===== src/dlm_defs.svh =====
// constants of the drive i/o and limit monitor: addresses, reset values, codes
// assumes one 10 MHz clock; included by bare name
// Notes on behaviour
// RQ1: mode 0 none, 1 current, 2 speed
// RQ2: full scale at 10 V from selected register
// RQ3: current limit capped by motor and amplifier peak
// RQ4: speed limit below 100 rpm has no effect
// RQ5: speed limit also bounded by speed ceiling
// RQ6: input states packed in bits 0 to 7
// RQ7: bit 6 enables only in local pulse/direction
// RQ8: bits read 1 active; bits 8, 9 outputs
// RQ9: panel may only show the i/o word
// RQ10: both removal inputs off: amplifier off, 1300
// RQ11: removal pair wiring fault reports 1301
// RQ12: safety circuit drops both inputs together
// RQ13: enabled active limit switch raises error
// RQ14: per switch enable and polarity select
// RQ15: integrator prefers active low monitoring inputs
// RQ16: linear 0..10 V scaling, never negative
`ifndef DLM_DEFS_SVH
`define DLM_DEFS_SVH
// ----------------------------------------
// parameter addresses
// ----------------------------------------
`define DLM_ADDR_IO_STATE 16'h0802
`define DLM_ADDR_LIM_SEL 16'h1216
`define DLM_ADDR_CUR_FS 16'h1218
`define DLM_ADDR_SPD_FS 16'h121A
// ----------------------------------------
// reset values and ranges
// ----------------------------------------
`define DLM_RST_LIM_SEL 16'h0000
`define DLM_RST_CUR_FS 16'h012C
`define DLM_RST_SPD_FS 16'h0BB8
`define DLM_LIM_SEL_MAX 16'h0002
`define DLM_CUR_FS_MAX 16'h7530
`define DLM_SPD_FS_MIN 16'h01F4
`define DLM_SPD_FS_MAX 16'h7530
`define DLM_SPD_FLOOR 16'h0064
`define DLM_FULL_MV 32'h0000_2710
// ----------------------------------------
// error codes
// ----------------------------------------
`define DLM_ERR_NONE 16'h0000
`define DLM_ERR_PWR_OFF 16'h0514
`define DLM_ERR_PWR_WIRE 16'h0515
`define DLM_ERR_LIM_POS 16'h0A01
`define DLM_ERR_LIM_NEG 16'h0A02
// ----------------------------------------
// timing
// ----------------------------------------
`define DLM_CLK_NS 32'h0000_0064
`define DLM_PR_SKEW_NS 32'h0000_2710
// ----------------------------------------
// io word bit positions
// ----------------------------------------
`define DLM_BIT_FAULT_CLR 1
`define DLM_BIT_ENABLE 2
`define DLM_BIT_HALT 3
`define DLM_BIT_PWR_B 4
`define DLM_BIT_PWR_A 5
`define DLM_BIT_ALT_EN 6
`define DLM_BIT_FAULT_FREE 8
`define DLM_BIT_ACTIVE 9
`endif


===== src/dlm_pkg.sv =====
// types of the drive i/o and limit monitor
// stands alone; its encodings are local and none come from dlm_defs.svh
package dlm_pkg;
	// limit source, gray along none-current-speed
	typedef enum logic [1:0] {
		DLM_LIM_NONE = 2'b00,
		DLM_LIM_CURR = 2'b01,
		DLM_LIM_SPED = 2'b11
	} dlm_lim_type;
	// power removal supervision states
	typedef enum logic [1:0] {
		DLM_PR_OK = 2'b00,
		DLM_PR_SKEW = 2'b01,
		DLM_PR_OFF = 2'b11,
		DLM_PR_WIRE = 2'b10
	} dlm_pr_type;
	// limit switch settings, one bit per switch: 0 home, 1 neg, 2 pos
	typedef struct packed {
		logic [2:0] enable;   // switch monitored
		logic [2:0] high_act; // 1 active high, 0 active low
	} dlm_sw_cfg_type;
	// whole state of the top module
	typedef struct packed {
		dlm_lim_type lim_sel;
		logic [15:0] cur_fs;
		logic [15:0] spd_fs;
		logic [15:0] io_word;
		logic [15:0] rdata;
		logic ack;
		logic [15:0] cur_lim;
		logic cur_en;
		logic [15:0] spd_lim;
		logic spd_en;
		dlm_pr_type pr_state;
		logic [15:0] skew_cnt;
		logic err_active;
		logic [15:0] err_code;
		logic drive_active;
	} dlm_state_type;
endpackage : dlm_pkg


===== src/dlm_scale.sv =====
// linear scaler: full scale value times input millivolts over 10 V
// assumes the input is a signed millivolt sample; result is combinational
`timescale 1ns/100ps
`include "dlm_defs.svh"
module dlm_scale #(
	parameter int WIDTH = 16 // value width
) (
	input wire logic [WIDTH-1:0] full_in,   // value at 10 V
	input wire logic signed [15:0] mv_in,   // analog sample in mV
	output logic [WIDTH-1:0] value_out      // scaled, never negative
);
	logic [47:0] prod; // wide enough for 16x16 before divide
	// ----------------------------------------
	// scaling
	// ----------------------------------------
	// clamped at both ends so a noisy input cannot wrap the product
	always_comb begin
		prod = 48'(full_in) * 48'(mv_in[14:0]);
		if (mv_in[15]) begin
			value_out = '0; // negative input gives no limit value [RQ16]
		end else if (32'(mv_in) >= `DLM_FULL_MV) begin
			value_out = full_in; // at or above 10 V [RQ2]
		end else begin
			value_out = WIDTH'(prod / 48'(`DLM_FULL_MV)); // linear [RQ16]
		end
	end
endmodule : dlm_scale


===== src/dlm_top.sv =====
// drive i/o and limit monitor: analog limit, i/o status word, safety inputs
// assumes all pins synchronous to clk_in; parameters reached by address port
`timescale 1ns/100ps
`include "dlm_defs.svh"
module dlm_top #(
	parameter int SKEW_CYC = `DLM_PR_SKEW_NS / `DLM_CLK_NS // removal skew window
) (
	input wire logic clk_in,                      // 10 MHz clock
	input wire logic reset_in,                    // sync reset, active high
	input wire logic [15:0] param_addr_in,        // parameter address
	input wire logic param_wr_in,                 // write strobe
	input wire logic param_rd_in,                 // read strobe
	input wire logic [15:0] param_wdata_in,       // write data
	output logic [15:0] param_rdata_out,          // read data
	output logic param_ack_out,                   // access done pulse
	output logic [15:0] panel_word_out,           // i/o word for panel display
	input wire logic signed [15:0] analog_two_in, // analog input two, mV
	input wire logic [15:0] motor_peak_in,        // motor peak current, 0.01 A
	input wire logic [15:0] amp_peak_in,          // amplifier peak, 0.01 A
	input wire logic [15:0] speed_ceiling_in,     // speed ceiling, rpm
	input wire logic cmd_local_io_in,             // command source is local i/o
	input wire logic pos_if_pulse_dir_in,         // position i/f is pulse/dir
	input wire logic fieldbus_mode_in,            // fieldbus control mode
	input wire dlm_pkg::dlm_sw_cfg_type sw_cfg_in, // limit switch settings
	input wire logic [2:0] switch_in,             // raw: 0 home, 1 neg, 2 pos
	input wire logic fault_clear_in,              // fault clear input
	input wire logic enable_in,                   // enable input
	input wire logic alt_enable_in,               // alternate enable input
	input wire logic halt_in,                     // halt input
	input wire logic power_removal_a_in,          // 1 = 24 V present
	input wire logic power_removal_b_in,          // 1 = 24 V present
	output logic [15:0] current_limit_out,        // current limit, 0.01 A
	output logic current_limit_en_out,            // current limit applied
	output logic [15:0] speed_limit_out,          // speed limit, rpm
	output logic speed_limit_en_out,              // speed limit applied
	output logic amp_off_out,                     // power amplifier off
	output logic error_out,                       // error present
	output logic [15:0] error_code_out,           // error code
	output logic fault_free_out,                  // no fault output
	output logic drive_active_out                 // drive active output
);
	dlm_pkg::dlm_state_type s_reg; // all state
	dlm_pkg::dlm_state_type s_next; // next state
	logic [2:0] sw_act; // switch active after polarity and enable
	logic [15:0] cur_scaled; // scaled current value
	logic [15:0] spd_scaled; // scaled speed value
	logic [15:0] peak_cap; // lesser of the two peaks
	logic alt_en_ok; // bit 6 acts as enable
	logic drive_en; // effective enable
	logic [15:0] io_word; // live i/o word

	// ----------------------------------------
	// limit switch evaluation
	// ----------------------------------------
	// active low is wire-break safe, chosen by the integrator [RQ15]
	genvar gi;
	generate
		for (gi = 0; gi < 3; gi++) begin : g_sw
			assign sw_act[gi] = sw_cfg_in.enable[gi] &
				(sw_cfg_in.high_act[gi] ? switch_in[gi] : ~switch_in[gi]); // [RQ14]
		end
	endgenerate

	// ----------------------------------------
	// scalers
	// ----------------------------------------
	dlm_scale #(.WIDTH(16)) u_cur_scale (
		.full_in(s_reg.cur_fs),
		.mv_in(analog_two_in),
		.value_out(cur_scaled)
	);
	dlm_scale #(.WIDTH(16)) u_spd_scale (
		.full_in(s_reg.spd_fs),
		.mv_in(analog_two_in),
		.value_out(spd_scaled)
	);

	// ----------------------------------------
	// i/o word assembly
	// ----------------------------------------
	always_comb begin
		alt_en_ok = cmd_local_io_in & pos_if_pulse_dir_in; // [RQ7]
		drive_en = enable_in | (alt_en_ok & alt_enable_in);
		peak_cap = (motor_peak_in < amp_peak_in) ? motor_peak_in : amp_peak_in;
		io_word = '0; // unused and reserved bits read 0
		io_word[`DLM_BIT_FAULT_FREE] = ~s_reg.err_active; // [RQ8]
		io_word[`DLM_BIT_ACTIVE] = s_reg.drive_active; // [RQ8]
		io_word[`DLM_BIT_HALT] = halt_in; // [RQ6]
		io_word[`DLM_BIT_PWR_B] = power_removal_b_in; // [RQ6]
		io_word[`DLM_BIT_PWR_A] = power_removal_a_in; // [RQ6]
		if (fieldbus_mode_in) begin
			io_word[2:0] = {sw_act[2], sw_act[1], sw_act[0]}; // [RQ6]
		end else begin
			io_word[`DLM_BIT_FAULT_CLR] = fault_clear_in; // [RQ6]
			io_word[`DLM_BIT_ENABLE] = enable_in; // [RQ6]
			io_word[`DLM_BIT_ALT_EN] = alt_en_ok & alt_enable_in; // [RQ7]
		end
	end

	// ----------------------------------------
	// next state
	// ----------------------------------------
	always_comb begin
		s_next = s_reg;
		s_next.io_word = io_word;
		s_next.ack = param_wr_in | param_rd_in;
		// parameter writes; the status word ignores them, so the panel and
		// the bus can only look at it [RQ9]
		if (param_wr_in) begin
			case (param_addr_in)
				`DLM_ADDR_LIM_SEL: begin
					if (param_wdata_in <= `DLM_LIM_SEL_MAX) begin
						// value 2 maps to the gray code of speed mode [RQ1]
						s_next.lim_sel = (param_wdata_in == `DLM_LIM_SEL_MAX) ?
							dlm_pkg::DLM_LIM_SPED : dlm_pkg::dlm_lim_type'(param_wdata_in[1:0]);
					end
				end
				`DLM_ADDR_CUR_FS: begin
					s_next.cur_fs = (param_wdata_in > `DLM_CUR_FS_MAX) ?
						`DLM_CUR_FS_MAX : param_wdata_in; // [RQ3]
				end
				`DLM_ADDR_SPD_FS: begin
					if (param_wdata_in < `DLM_SPD_FS_MIN) begin
						s_next.spd_fs = `DLM_SPD_FS_MIN;
					end else if (param_wdata_in > `DLM_SPD_FS_MAX) begin
						s_next.spd_fs = `DLM_SPD_FS_MAX;
					end else begin
						s_next.spd_fs = param_wdata_in;
					end
				end
				default: begin
					s_next.lim_sel = s_reg.lim_sel; // read-only or unmapped
				end
			endcase
		end
		// parameter reads, unmapped read 0
		case (param_addr_in)
			`DLM_ADDR_IO_STATE: s_next.rdata = s_reg.io_word;
			`DLM_ADDR_LIM_SEL: s_next.rdata = (s_reg.lim_sel == dlm_pkg::DLM_LIM_SPED) ?
				`DLM_LIM_SEL_MAX : {14'h0000, s_reg.lim_sel};
			`DLM_ADDR_CUR_FS: s_next.rdata = s_reg.cur_fs;
			`DLM_ADDR_SPD_FS: s_next.rdata = s_reg.spd_fs;
			default: s_next.rdata = '0;
		endcase
		if (!param_rd_in) begin
			s_next.rdata = s_reg.rdata; // hold last answer
		end
		// analog limit
		s_next.cur_en = (s_reg.lim_sel == dlm_pkg::DLM_LIM_CURR); // [RQ1]
		s_next.cur_lim = (cur_scaled < peak_cap) ? cur_scaled : peak_cap; // [RQ3]
		s_next.spd_lim = (spd_scaled < speed_ceiling_in) ? spd_scaled : speed_ceiling_in; // [RQ5]
		// below the floor the analog value does not limit at all
		s_next.spd_en = (s_reg.lim_sel == dlm_pkg::DLM_LIM_SPED) &&
			(spd_scaled >= `DLM_SPD_FLOOR) && (s_next.spd_lim >= `DLM_SPD_FLOOR); // [RQ4]
		// power removal supervision; a lone dropped input is given a short
		// window because the two contacts may not open in the same cycle [RQ12]
		case (s_reg.pr_state)
			dlm_pkg::DLM_PR_OK: begin
				s_next.skew_cnt = '0;
				if (!power_removal_a_in && !power_removal_b_in) begin
					s_next.pr_state = dlm_pkg::DLM_PR_OFF; // [RQ10]
				end else if (!power_removal_a_in || !power_removal_b_in) begin
					s_next.pr_state = dlm_pkg::DLM_PR_SKEW;
				end
			end
			dlm_pkg::DLM_PR_SKEW: begin
				s_next.skew_cnt = s_reg.skew_cnt + 16'h0001;
				if (!power_removal_a_in && !power_removal_b_in) begin
					s_next.pr_state = dlm_pkg::DLM_PR_OFF; // [RQ10]
				end else if (power_removal_a_in && power_removal_b_in) begin
					s_next.pr_state = dlm_pkg::DLM_PR_OK;
				end else if (s_reg.skew_cnt >= 16'(SKEW_CYC - 1)) begin
					s_next.pr_state = dlm_pkg::DLM_PR_WIRE; // [RQ11]
				end
			end
			dlm_pkg::DLM_PR_OFF, dlm_pkg::DLM_PR_WIRE: begin
				// leaves only by fault clear with both inputs back
				if (fault_clear_in && power_removal_a_in && power_removal_b_in) begin
					s_next.pr_state = dlm_pkg::DLM_PR_OK;
				end
			end
			default: s_next.pr_state = dlm_pkg::DLM_PR_OK;
		endcase
		// error latch: a new cause wins over a simultaneous clear
		if (fault_clear_in) begin
			s_next.err_active = 1'b0;
			s_next.err_code = `DLM_ERR_NONE;
		end
		if (sw_act[1]) begin
			s_next.err_active = 1'b1;
			s_next.err_code = `DLM_ERR_LIM_NEG; // [RQ13]
		end
		if (sw_act[2]) begin
			s_next.err_active = 1'b1;
			s_next.err_code = `DLM_ERR_LIM_POS; // [RQ13]
		end
		if (s_next.pr_state == dlm_pkg::DLM_PR_WIRE) begin
			s_next.err_active = 1'b1;
			s_next.err_code = `DLM_ERR_PWR_WIRE; // [RQ11]
		end
		if (s_next.pr_state == dlm_pkg::DLM_PR_OFF) begin
			s_next.err_active = 1'b1;
			s_next.err_code = `DLM_ERR_PWR_OFF; // [RQ10]
		end
		s_next.drive_active = drive_en & ~s_next.err_active &
			(s_next.pr_state == dlm_pkg::DLM_PR_OK);
	end

	// ----------------------------------------
	// state register
	// ----------------------------------------
	always_ff @(posedge clk_in) begin
		if (reset_in) begin
			s_reg <= '0;
			s_reg.lim_sel <= dlm_pkg::DLM_LIM_NONE;
			s_reg.cur_fs <= `DLM_RST_CUR_FS;
			s_reg.spd_fs <= `DLM_RST_SPD_FS;
			s_reg.pr_state <= dlm_pkg::DLM_PR_OK;
		end else begin
			s_reg <= s_next;
		end
	end

	// ----------------------------------------
	// outputs
	// ----------------------------------------
	assign param_rdata_out = s_reg.rdata;
	assign param_ack_out = s_reg.ack;
	assign panel_word_out = s_reg.io_word; // display only [RQ9]
	assign current_limit_out = s_reg.cur_lim;
	assign current_limit_en_out = s_reg.cur_en;
	assign speed_limit_out = s_reg.spd_lim;
	assign speed_limit_en_out = s_reg.spd_en;
	assign amp_off_out = (s_reg.pr_state != dlm_pkg::DLM_PR_OK); // [RQ10]
	assign error_out = s_reg.err_active;
	assign error_code_out = s_reg.err_code;
	assign fault_free_out = ~s_reg.err_active; // [RQ8]
	assign drive_active_out = s_reg.drive_active; // [RQ8]

	// ----------------------------------------
	// assertions
	// ----------------------------------------
	property p_lim_none;
		@(posedge clk_in) disable iff (reset_in)
		(s_reg.lim_sel == dlm_pkg::DLM_LIM_NONE) |=> !current_limit_en_out && !speed_limit_en_out;
	endproperty
	a_lim_none: assert property (p_lim_none) else $error("limit applied in mode 0"); // [RQ1]
	property p_cur_cap;
		@(posedge clk_in) disable iff (reset_in)
		##1 (current_limit_out <= $past(motor_peak_in)) && (current_limit_out <= $past(amp_peak_in));
	endproperty
	a_cur_cap: assert property (p_cur_cap) else $error("current limit above peak"); // [RQ3]
	property p_spd_floor;
		@(posedge clk_in) disable iff (reset_in)
		speed_limit_en_out |-> speed_limit_out >= `DLM_SPD_FLOOR;
	endproperty
	a_spd_floor: assert property (p_spd_floor) else $error("speed limit under floor"); // [RQ4]
	property p_spd_ceil;
		@(posedge clk_in) disable iff (reset_in)
		##1 speed_limit_out <= $past(speed_ceiling_in);
	endproperty
	a_spd_ceil: assert property (p_spd_ceil) else $error("speed limit above ceiling"); // [RQ5]
	property p_pwr_off;
		@(posedge clk_in) disable iff (reset_in)
		(!power_removal_a_in && !power_removal_b_in && !amp_off_out)
			|=> amp_off_out && error_code_out == `DLM_ERR_PWR_OFF;
	endproperty
	a_pwr_off: assert property (p_pwr_off) else $error("removal did not stop amplifier"); // [RQ10]
	property p_wire;
		@(posedge clk_in) disable iff (reset_in)
		$rose(s_reg.pr_state == dlm_pkg::DLM_PR_WIRE) |-> error_code_out == `DLM_ERR_PWR_WIRE
			&& $past(s_reg.pr_state) == dlm_pkg::DLM_PR_SKEW;
	endproperty
	a_wire: assert property (p_wire) else $error("wiring fault not reported"); // [RQ11]
	property p_bit6;
		@(posedge clk_in) disable iff (reset_in)
		!(cmd_local_io_in && pos_if_pulse_dir_in) |=> !panel_word_out[`DLM_BIT_ALT_EN];
	endproperty
	a_bit6: assert property (p_bit6) else $error("bit 6 set outside pulse mode"); // [RQ7]
	property p_limsw;
		@(posedge clk_in) disable iff (reset_in)
		(sw_act[2] || sw_act[1]) |=> error_out ##0 !fault_free_out;
	endproperty
	a_limsw: assert property (p_limsw) else $error("limit switch gave no error"); // [RQ13]
	property p_neg_in;
		@(posedge clk_in) disable iff (reset_in)
		analog_two_in[15] |=> current_limit_out == 16'h0000;
	endproperty
	a_neg_in: assert property (p_neg_in) else $error("negative input gave a limit"); // [RQ16]
endmodule : dlm_top

===== config.mk =====
export PLATFORM = sky130hd
export DESIGN_NAME = dlm_top
export DESIGN_NICKNAME = d
export VERILOG_FILES = /design/src/dlm_pkg.sv /design/src/dlm_scale.sv /design/src/dlm_top.sv
export VERILOG_INCLUDE_DIRS = /design/src /design/src/src
export SDC_FILE = /design/constraint.sdc
export NUM_CORES = 2
export LEC_CHECK = 0
export BUFFER_PORTS_ARGS = -buffer_cell sky130_fd_sc_hd__buf_2
export CORE_MARGIN = 2
export CORE_UTILIZATION = 45
export DETAILED_ROUTE_END_ITERATION = 8
export PLACE_DENSITY = 0.7
export SLEW_MARGIN = 20
export SYNTH_ARGS = -nofsm -noshare
export SYNTH_HDL_FRONTEND = slang
export SYNTH_SLANG_ARGS = --single-unit
export TNS_END_PERCENT = 1

===== constraint.sdc =====
create_clock -name clk_in -period 23.7 [get_ports clk_in]
set_input_delay 1.185 -clock clk_in [delete_from_list [all_inputs] [get_ports clk_in]]
set_output_delay 1.185 -clock clk_in [all_outputs]
set_load 0.01 [all_outputs]

Yosys cells after proc, flatten, opt, wreduce, memory -nomap -nowiden
Index checks and enable logic that the tools add are counted.
{"block": "classes", "n_addsub": 1, "multipliers": 2, "div_mod_pow": 2, "magnitude_cmp": 10, "eq_ne": 12, "shifts": 0, "muxes": 29, "n_bitwise": 15, "reduce_logical": 26}
{"operator": "16-bit 2-to-1 mux", "n": 9}
{"operator": "31-bit by 14-bit divider with 48-bit output (second input constant)", "n": 2}
{"operator": "17-bit 2-to-1 mux", "n": 5}
{"operator": "16-bit one-hot mux with 4 select lines", "n": 1}
{"operator": "16-bit by 15-bit multiplier with 31-bit output", "n": 2}
{"operator": "16-bit by 13-bit == test with 1-bit output (second input constant)", "n": 3}
{"operator": "16-bit by 7-bit greater-or-equal comparator with 1-bit output (second input constant)", "n": 3}
{"operator": "16-bit < comparator", "n": 3}
{"operator": "32-bit by 14-bit greater-or-equal comparator with 1-bit output (second input constant)", "n": 1}
{"operator": "16-bit one-hot mux with 2 select lines", "n": 1}
{"operator": "2-bit 2-to-1 mux", "n": 9}
{"operator": "16-bit by 1-bit adder with 16-bit output (second input constant)", "n": 1}
{"operator": "16-bit by 12-bit == test with 1-bit output (second input constant)", "n": 1}
{"operator": "16-bit by 2-bit == test with 1-bit output (second input constant)", "n": 1}
{"operator": "16-bit by 15-bit > comparator with 1-bit output (second input constant)", "n": 1}
{"operator": "16-bit by 2-bit less-or-equal comparator with 1-bit output (second input constant)", "n": 1}
{"operator": "16-bit by 9-bit < comparator with 1-bit output (second input constant)", "n": 1}
{"operator": "2-bit == test (second input constant)", "n": 5}
{"operator": "2-bit OR reduction", "n": 4}
{"operator": "1-bit AND", "n": 7}
{"operator": "1-bit logical AND", "n": 6}
{"operator": "1-bit NOT", "n": 6}
{"operator": "2-bit one-hot mux with 3 select lines", "n": 1}
{"operator": "2-bit nonzero test", "n": 3}
{"operator": "other kinds (13)", "n": 20}
{"block": "word_totals", "reg_bits": 129, "latchBits": 0, "mem_bits_rw": 0, "mem_bits_ro": 0, "input_bits": 118, "output_inout_bits": 87, "wordCells": 118, "n_memories": 0}

Longest topological paths before layout
{"block": "logic_depth", "depth_word": 11, "depth_mapped": 92, "ltp_nobuf": 74}

Modules after synthesis
From an unflattened synthesis, not the netlist that was laid out.
{"block": "hier_totals", "hier_cells": 4823, "area_unflattened_um2": 38249.2}
{"mod": "dlm_scale", "n_inst": 2, "cells_each": 2007, "area_each_um2": 15640.0, "seq_area_each_um2": 0.0}
{"mod": "dlm_top", "n_inst": 1, "cells_each": 809, "area_each_um2": 6969.2, "seq_area_each_um2": 2362.3}

Worst setup path after synthesis
OpenSTA, ideal clock, no wires.
{"block": "synth_path", "kind": "input to register", "from": "in analog_two_in[4]", "to": "reg s_reg (netlist bit speed_limit_out[5])", "setup_time_ps": 128, "arrival_time_ps": 21127, "required_ps": 23572, "setup_slack_ps": 2445, "path_stages": 79, "path_buffers": 8, "cell_sequence": "clkbuf_1 > and2_1 > fa_1 > inv_1 > fa_1 > inv_1 > fa_1 > fa_1 > fa_1 > inv_1 > fa_1 > inv_1 > ha_1 > buf_2 > nand2_1 > a2111o_1 > a22oi_2 > mux2i_4 > [... 43 more ...] > a41oi_4 > xnor2_1 > o2111ai_2 > a21boi_1 > o21ai_2 > a221oi_2 > o32ai_2 > a311oi_1 > nor3_1 > a31o_2 > ha_1 > a21o_1 > a21oi_1 > nand3_1 > o21ai_4 > buf_8 > mux2i_1 > nor2_1"}
{"block": "synth_between", "elab_chain_len": 6, "word_cells_on_any_way": 7, "classes_between": "1 x mul; 1 x div; 2 x order compare; 3 x mux"}
{"element": "from (decl)", "line_no": "dlm_top.sv:17", "source": "input wire logic signed [15:0] analog_two_in,"}
{"element": "16-bit by 15-bit multiplier with 31-bit output", "line_no": "dlm_scale.sv:18", "source": "prod = 48'(full_in) * 48'(mv_in[14:0]);"}
{"element": "31-bit by 14-bit divider with 48-bit output", "line_no": "dlm_scale.sv:24", "source": "value_out = WIDTH'(prod / 48'(`DLM_FULL_MV));"}
{"element": "16-bit 2-to-1 mux (*)", "line_no": "dlm_scale.sv:21", "source": "end else if (32'(mv_in) >= `DLM_FULL_MV) begin"}
{"element": "16-bit 2-to-1 mux (*)", "line_no": "dlm_scale.sv:19", "source": "if (mv_in[15]) begin"}
{"element": "16-bit < comparator", "line_no": "dlm_top.sv:151", "source": "s_next.spd_lim = (spd_scaled < speed_ceiling_in) ? spd_scaled : speed_ceiling_in;"}
{"element": "16-bit 2-to-1 mux (*)", "line_no": "dlm_top.sv:151"}
{"element": "to (signal assigned)", "line_no": "dlm_top.sv:220", "source": "s_reg <= s_next;"}
{"element": "to (decl)", "line_no": "dlm_top.sv:42", "source": "dlm_pkg::dlm_state_type s_reg;"}
Mark *: on every way between the ends. The rest lies on a longest branch, timed or not.
A chain may end at the register's enable or synchronous reset.

Worst setup path after layout
{"block": "layout_path", "from": "in analog_two_in[1]", "to": "reg s_reg (netlist bit speed_limit_out[8])"}
The elaborated chain is that of the path after synthesis.

==> summary.md <==
| Metric | Value |
|---|---|
| Ranking of synthesized cells by area | `fa_1 19%, ha_1 7.7%, dfxtp_1 6.1%` |
| Drt via density | `6.06` |
| Num CTS Buffers | `17` |
| Post-Synthesis Cells | `5027` |
| Worst-Skew Late Latency | `between 400 and 500 ps` |
| Multi-input gate area | `0.0335 sq mm` |
| Slowest stage cell, crit path | `fa_1` |
| Synth async-reset ratio | `0` |
| Data arrival, critical path | `22770 ps` |
| Synth top cells by count | `566 x nand2_1, 431 x inv_1, 360 x fa_1` |
| Number of fill cells | `roughly 8200` |
| Final count of negative-setup-slack endpoints | `0` |
| First-pass GRT wire length | `192 mm` |
| H-tree level count | `4` |
| Die Y | `~300 microns` |
| Die area | `roughly 0.09 sq mm` |
| Yosys cell types | `156` |
| Largest register FFs | `52` |
| GR Util All Layers | `0.255` |
| CTS root buf | `clkbuf_16` |
| Post-route ant nets | `0` |
| Hpwl dp | `92.7 mm` |
| Clk_skew | `12.9 ps` |
| Grt ovf | `0` |
| Slew margin rel. | `0.218` |
| Least-Margin Pin Slew | `1170 ps` |
| Placer Congestion | `0.936` |
| Netlist area before placement | `0.0386 sq mm` |
| # rows | `107` |
| CP top delay family | `compound AO/OA/AOI/OAI gates` |
| Period utilization | `0.950` |
| Routed length per instance | `about 18 microns` |
| Cell mode on critical path | `fa_1` |
| Max-Cap Viols | `0` |
| Yosys reg bits | `118` |
| TritonCTS Sinks | `118` |
| Yosys top cell by area | `fa_1` |
| Crit path max fanout | `17` |
| Status | `finished, final reports clean` |
| Share of cells above drive strength 1 | `0.157` |
| DRC | `0` |
| CP Launch Type | `input port` |
| Finished Layout Cells | `between 6000 and 7000` |
| WL final | `116 mm` |
| Max Freq | `44.4 MHz` |
| Final Critical Period | `~23000 ps` |
| EDFF count, synth | `0` |
| Clock transition at path regs | `60 ps` |
| Syn Area/Cell | `7.67 sq um` |
| Vias in the first global route | `37600` |
| FF+latch area | `between 0.002 and 0.0025 sq mm` |
| Area grow syn2layout | `10.9%` |
| Top cell type's share of synthesized area | `0.187` |
| Ys Warns | `0` |
| Initial Utilization | `0.454` |
| Critical path class | `input port to flip-flop` |
| Port Buffers | `189` |
| Most frequent cell after synthesis | `nand2_1` |
| Via count | `38700` |
| # IOs | `205` |
| Hold Path Class | `flip-flop to flip-flop` |
| Iter 0 DRT Violations | `3005` |
| Final Hold Vio Count | `0` |
| DP Cell Count | `6337` |
| TritonCTS clock tree | `yes` |
| Slowest cell delay on critical path | `just under 600 ps` |
| Core ar. | `around 0.085 sq mm` |
| Synth Flop Type | `dfxtp_1` |
| Initial antenna violation count | `6` |
| Slew Viols, Final | `0` |
| Pre-Repair DR Iteration Count | `7` |
| Crit path buffers/inverters | `10` |
| Largest net degree at the start of global routing | `72` |
| Nets | `5946` |
| WP data required | `approximately 24000 ps` |
| Critical Path End Type | `flip-flop` |
| Die X | `297 microns` |
| Seq/Total Area, Yosys | `0.0612` |
| Clock Path Buffers | `2` |
## final cells by class
| cell class | count | share of cell area |
|---|---|---|
| timing repair buffer | 491 | 0.0759 |
| clock inverter | 13 | 0.00401 |
| clock buffer | 19 | 0.0106 |
| multi-input combinational | 4172 | 0.783 |
| antenna | 1 | 0.0000585 |
| sequential | 118 | 0.0552 |
| tap | 1144 | 0.0335 |
| inverter | 432 | 0.0379 |
## final timing paths
| kind | depth (start not counted) | start | slack, ps | to |
|---|---|---|---|---|
| worst max-delay path | 77 | analog_two_in[1] | 1200 | speed_limit_out[8]$_SDFF_PP0_ |
| worst min-delay path | 1 | error_out$_SDFF_PP0_ | 460 | panel_word_out[8]$_SDFF_PP0_ |
| worst max register to register | 74 | s_reg[109]$_SDFFE_PP0P_ | 1420 | speed_limit_out[8]$_SDFF_PP0_ |
| worst min register to register | 1 | error_out$_SDFF_PP0_ | 460 | panel_word_out[8]$_SDFF_PP0_ |
## per-layer routing
| layer | vias up | GRT usage | part of all wire |
|---|---|---|---|
| li1 | 18300 | - | - |
| met1 | 18700 | 0.343 | 0.43 |
| met2 | 1453 | 0.438 | 0.48 |
| met3 | 241 | 0.0235 | 0.062 |
| met4 | 10 | 0.0684 | 0.027 |
| met5 | - | 0 | 0.00064 |
## placed cells by master (no fill, tap or decap), types with 26 or more instances in the layout
cell      count
a21o_1       79
o21ai_0     202
buf_2       180
xor2_1       65
and3_1       37
mux2i_1      46
a31oi_1      43
inv_1       431
nor2_1      352
dfxtp_1     118
nand2b_1     34
and2_1      295
fa_1        360
a211oi_1     60
buf_4       302
ha_1        235
xnor2_1     151
o22ai_1      30
nand2_1     566
nand4_1      55
a21oi_1     256
a221oi_1     26
or3_1        38
nor4_1       45
nand3_1     130
o211ai_1     66
a211o_1      31
o31ai_1      27
nor3_1      131
o21ai_1      45
o31a_1       28
o21a_1       38
## metrics by stage
step	util	area [sq um]	hold WS [ps]	TNS, ps	setup WS [ps]
after CTS	0.495	42100	464	0	169
after global placement	0.488	41500	455	0	272
after global routing	0.503	42800	491	-561	-57.3
final	0.503	42800	461	0	1200
after floorplan	-	38600	432	0	2450
after detailed placement	0.488	41500	447	-2980	-217
## kinds of logic (layout without fill, tap and decap cells)
logic type      count (synthesis)  after routing  synth area share
simple gates                 1848           1848             0.240
compound gates               1392           1393             0.271
buf+inv                       753            955            0.0854
fa+ha+maj                     612            612             0.268
xor+xnor                      234            235            0.0556
flops                         118            118            0.0612
mux                            69             69            0.0194
other cells                     1             16         0.0000972
## timing repair
item / CTS / global route
gates resized for setup: 0 / 86
endpoints found under the setup margin: 0 / 33
hold endpoints to repair: 0 / 0
setup buffers: 0 / 18
hold buffers: 0 / 0
Power is left out: the tool's default activity adds up to more than one toggle a clock period on the data nets, which glitch-free logic cannot reach.
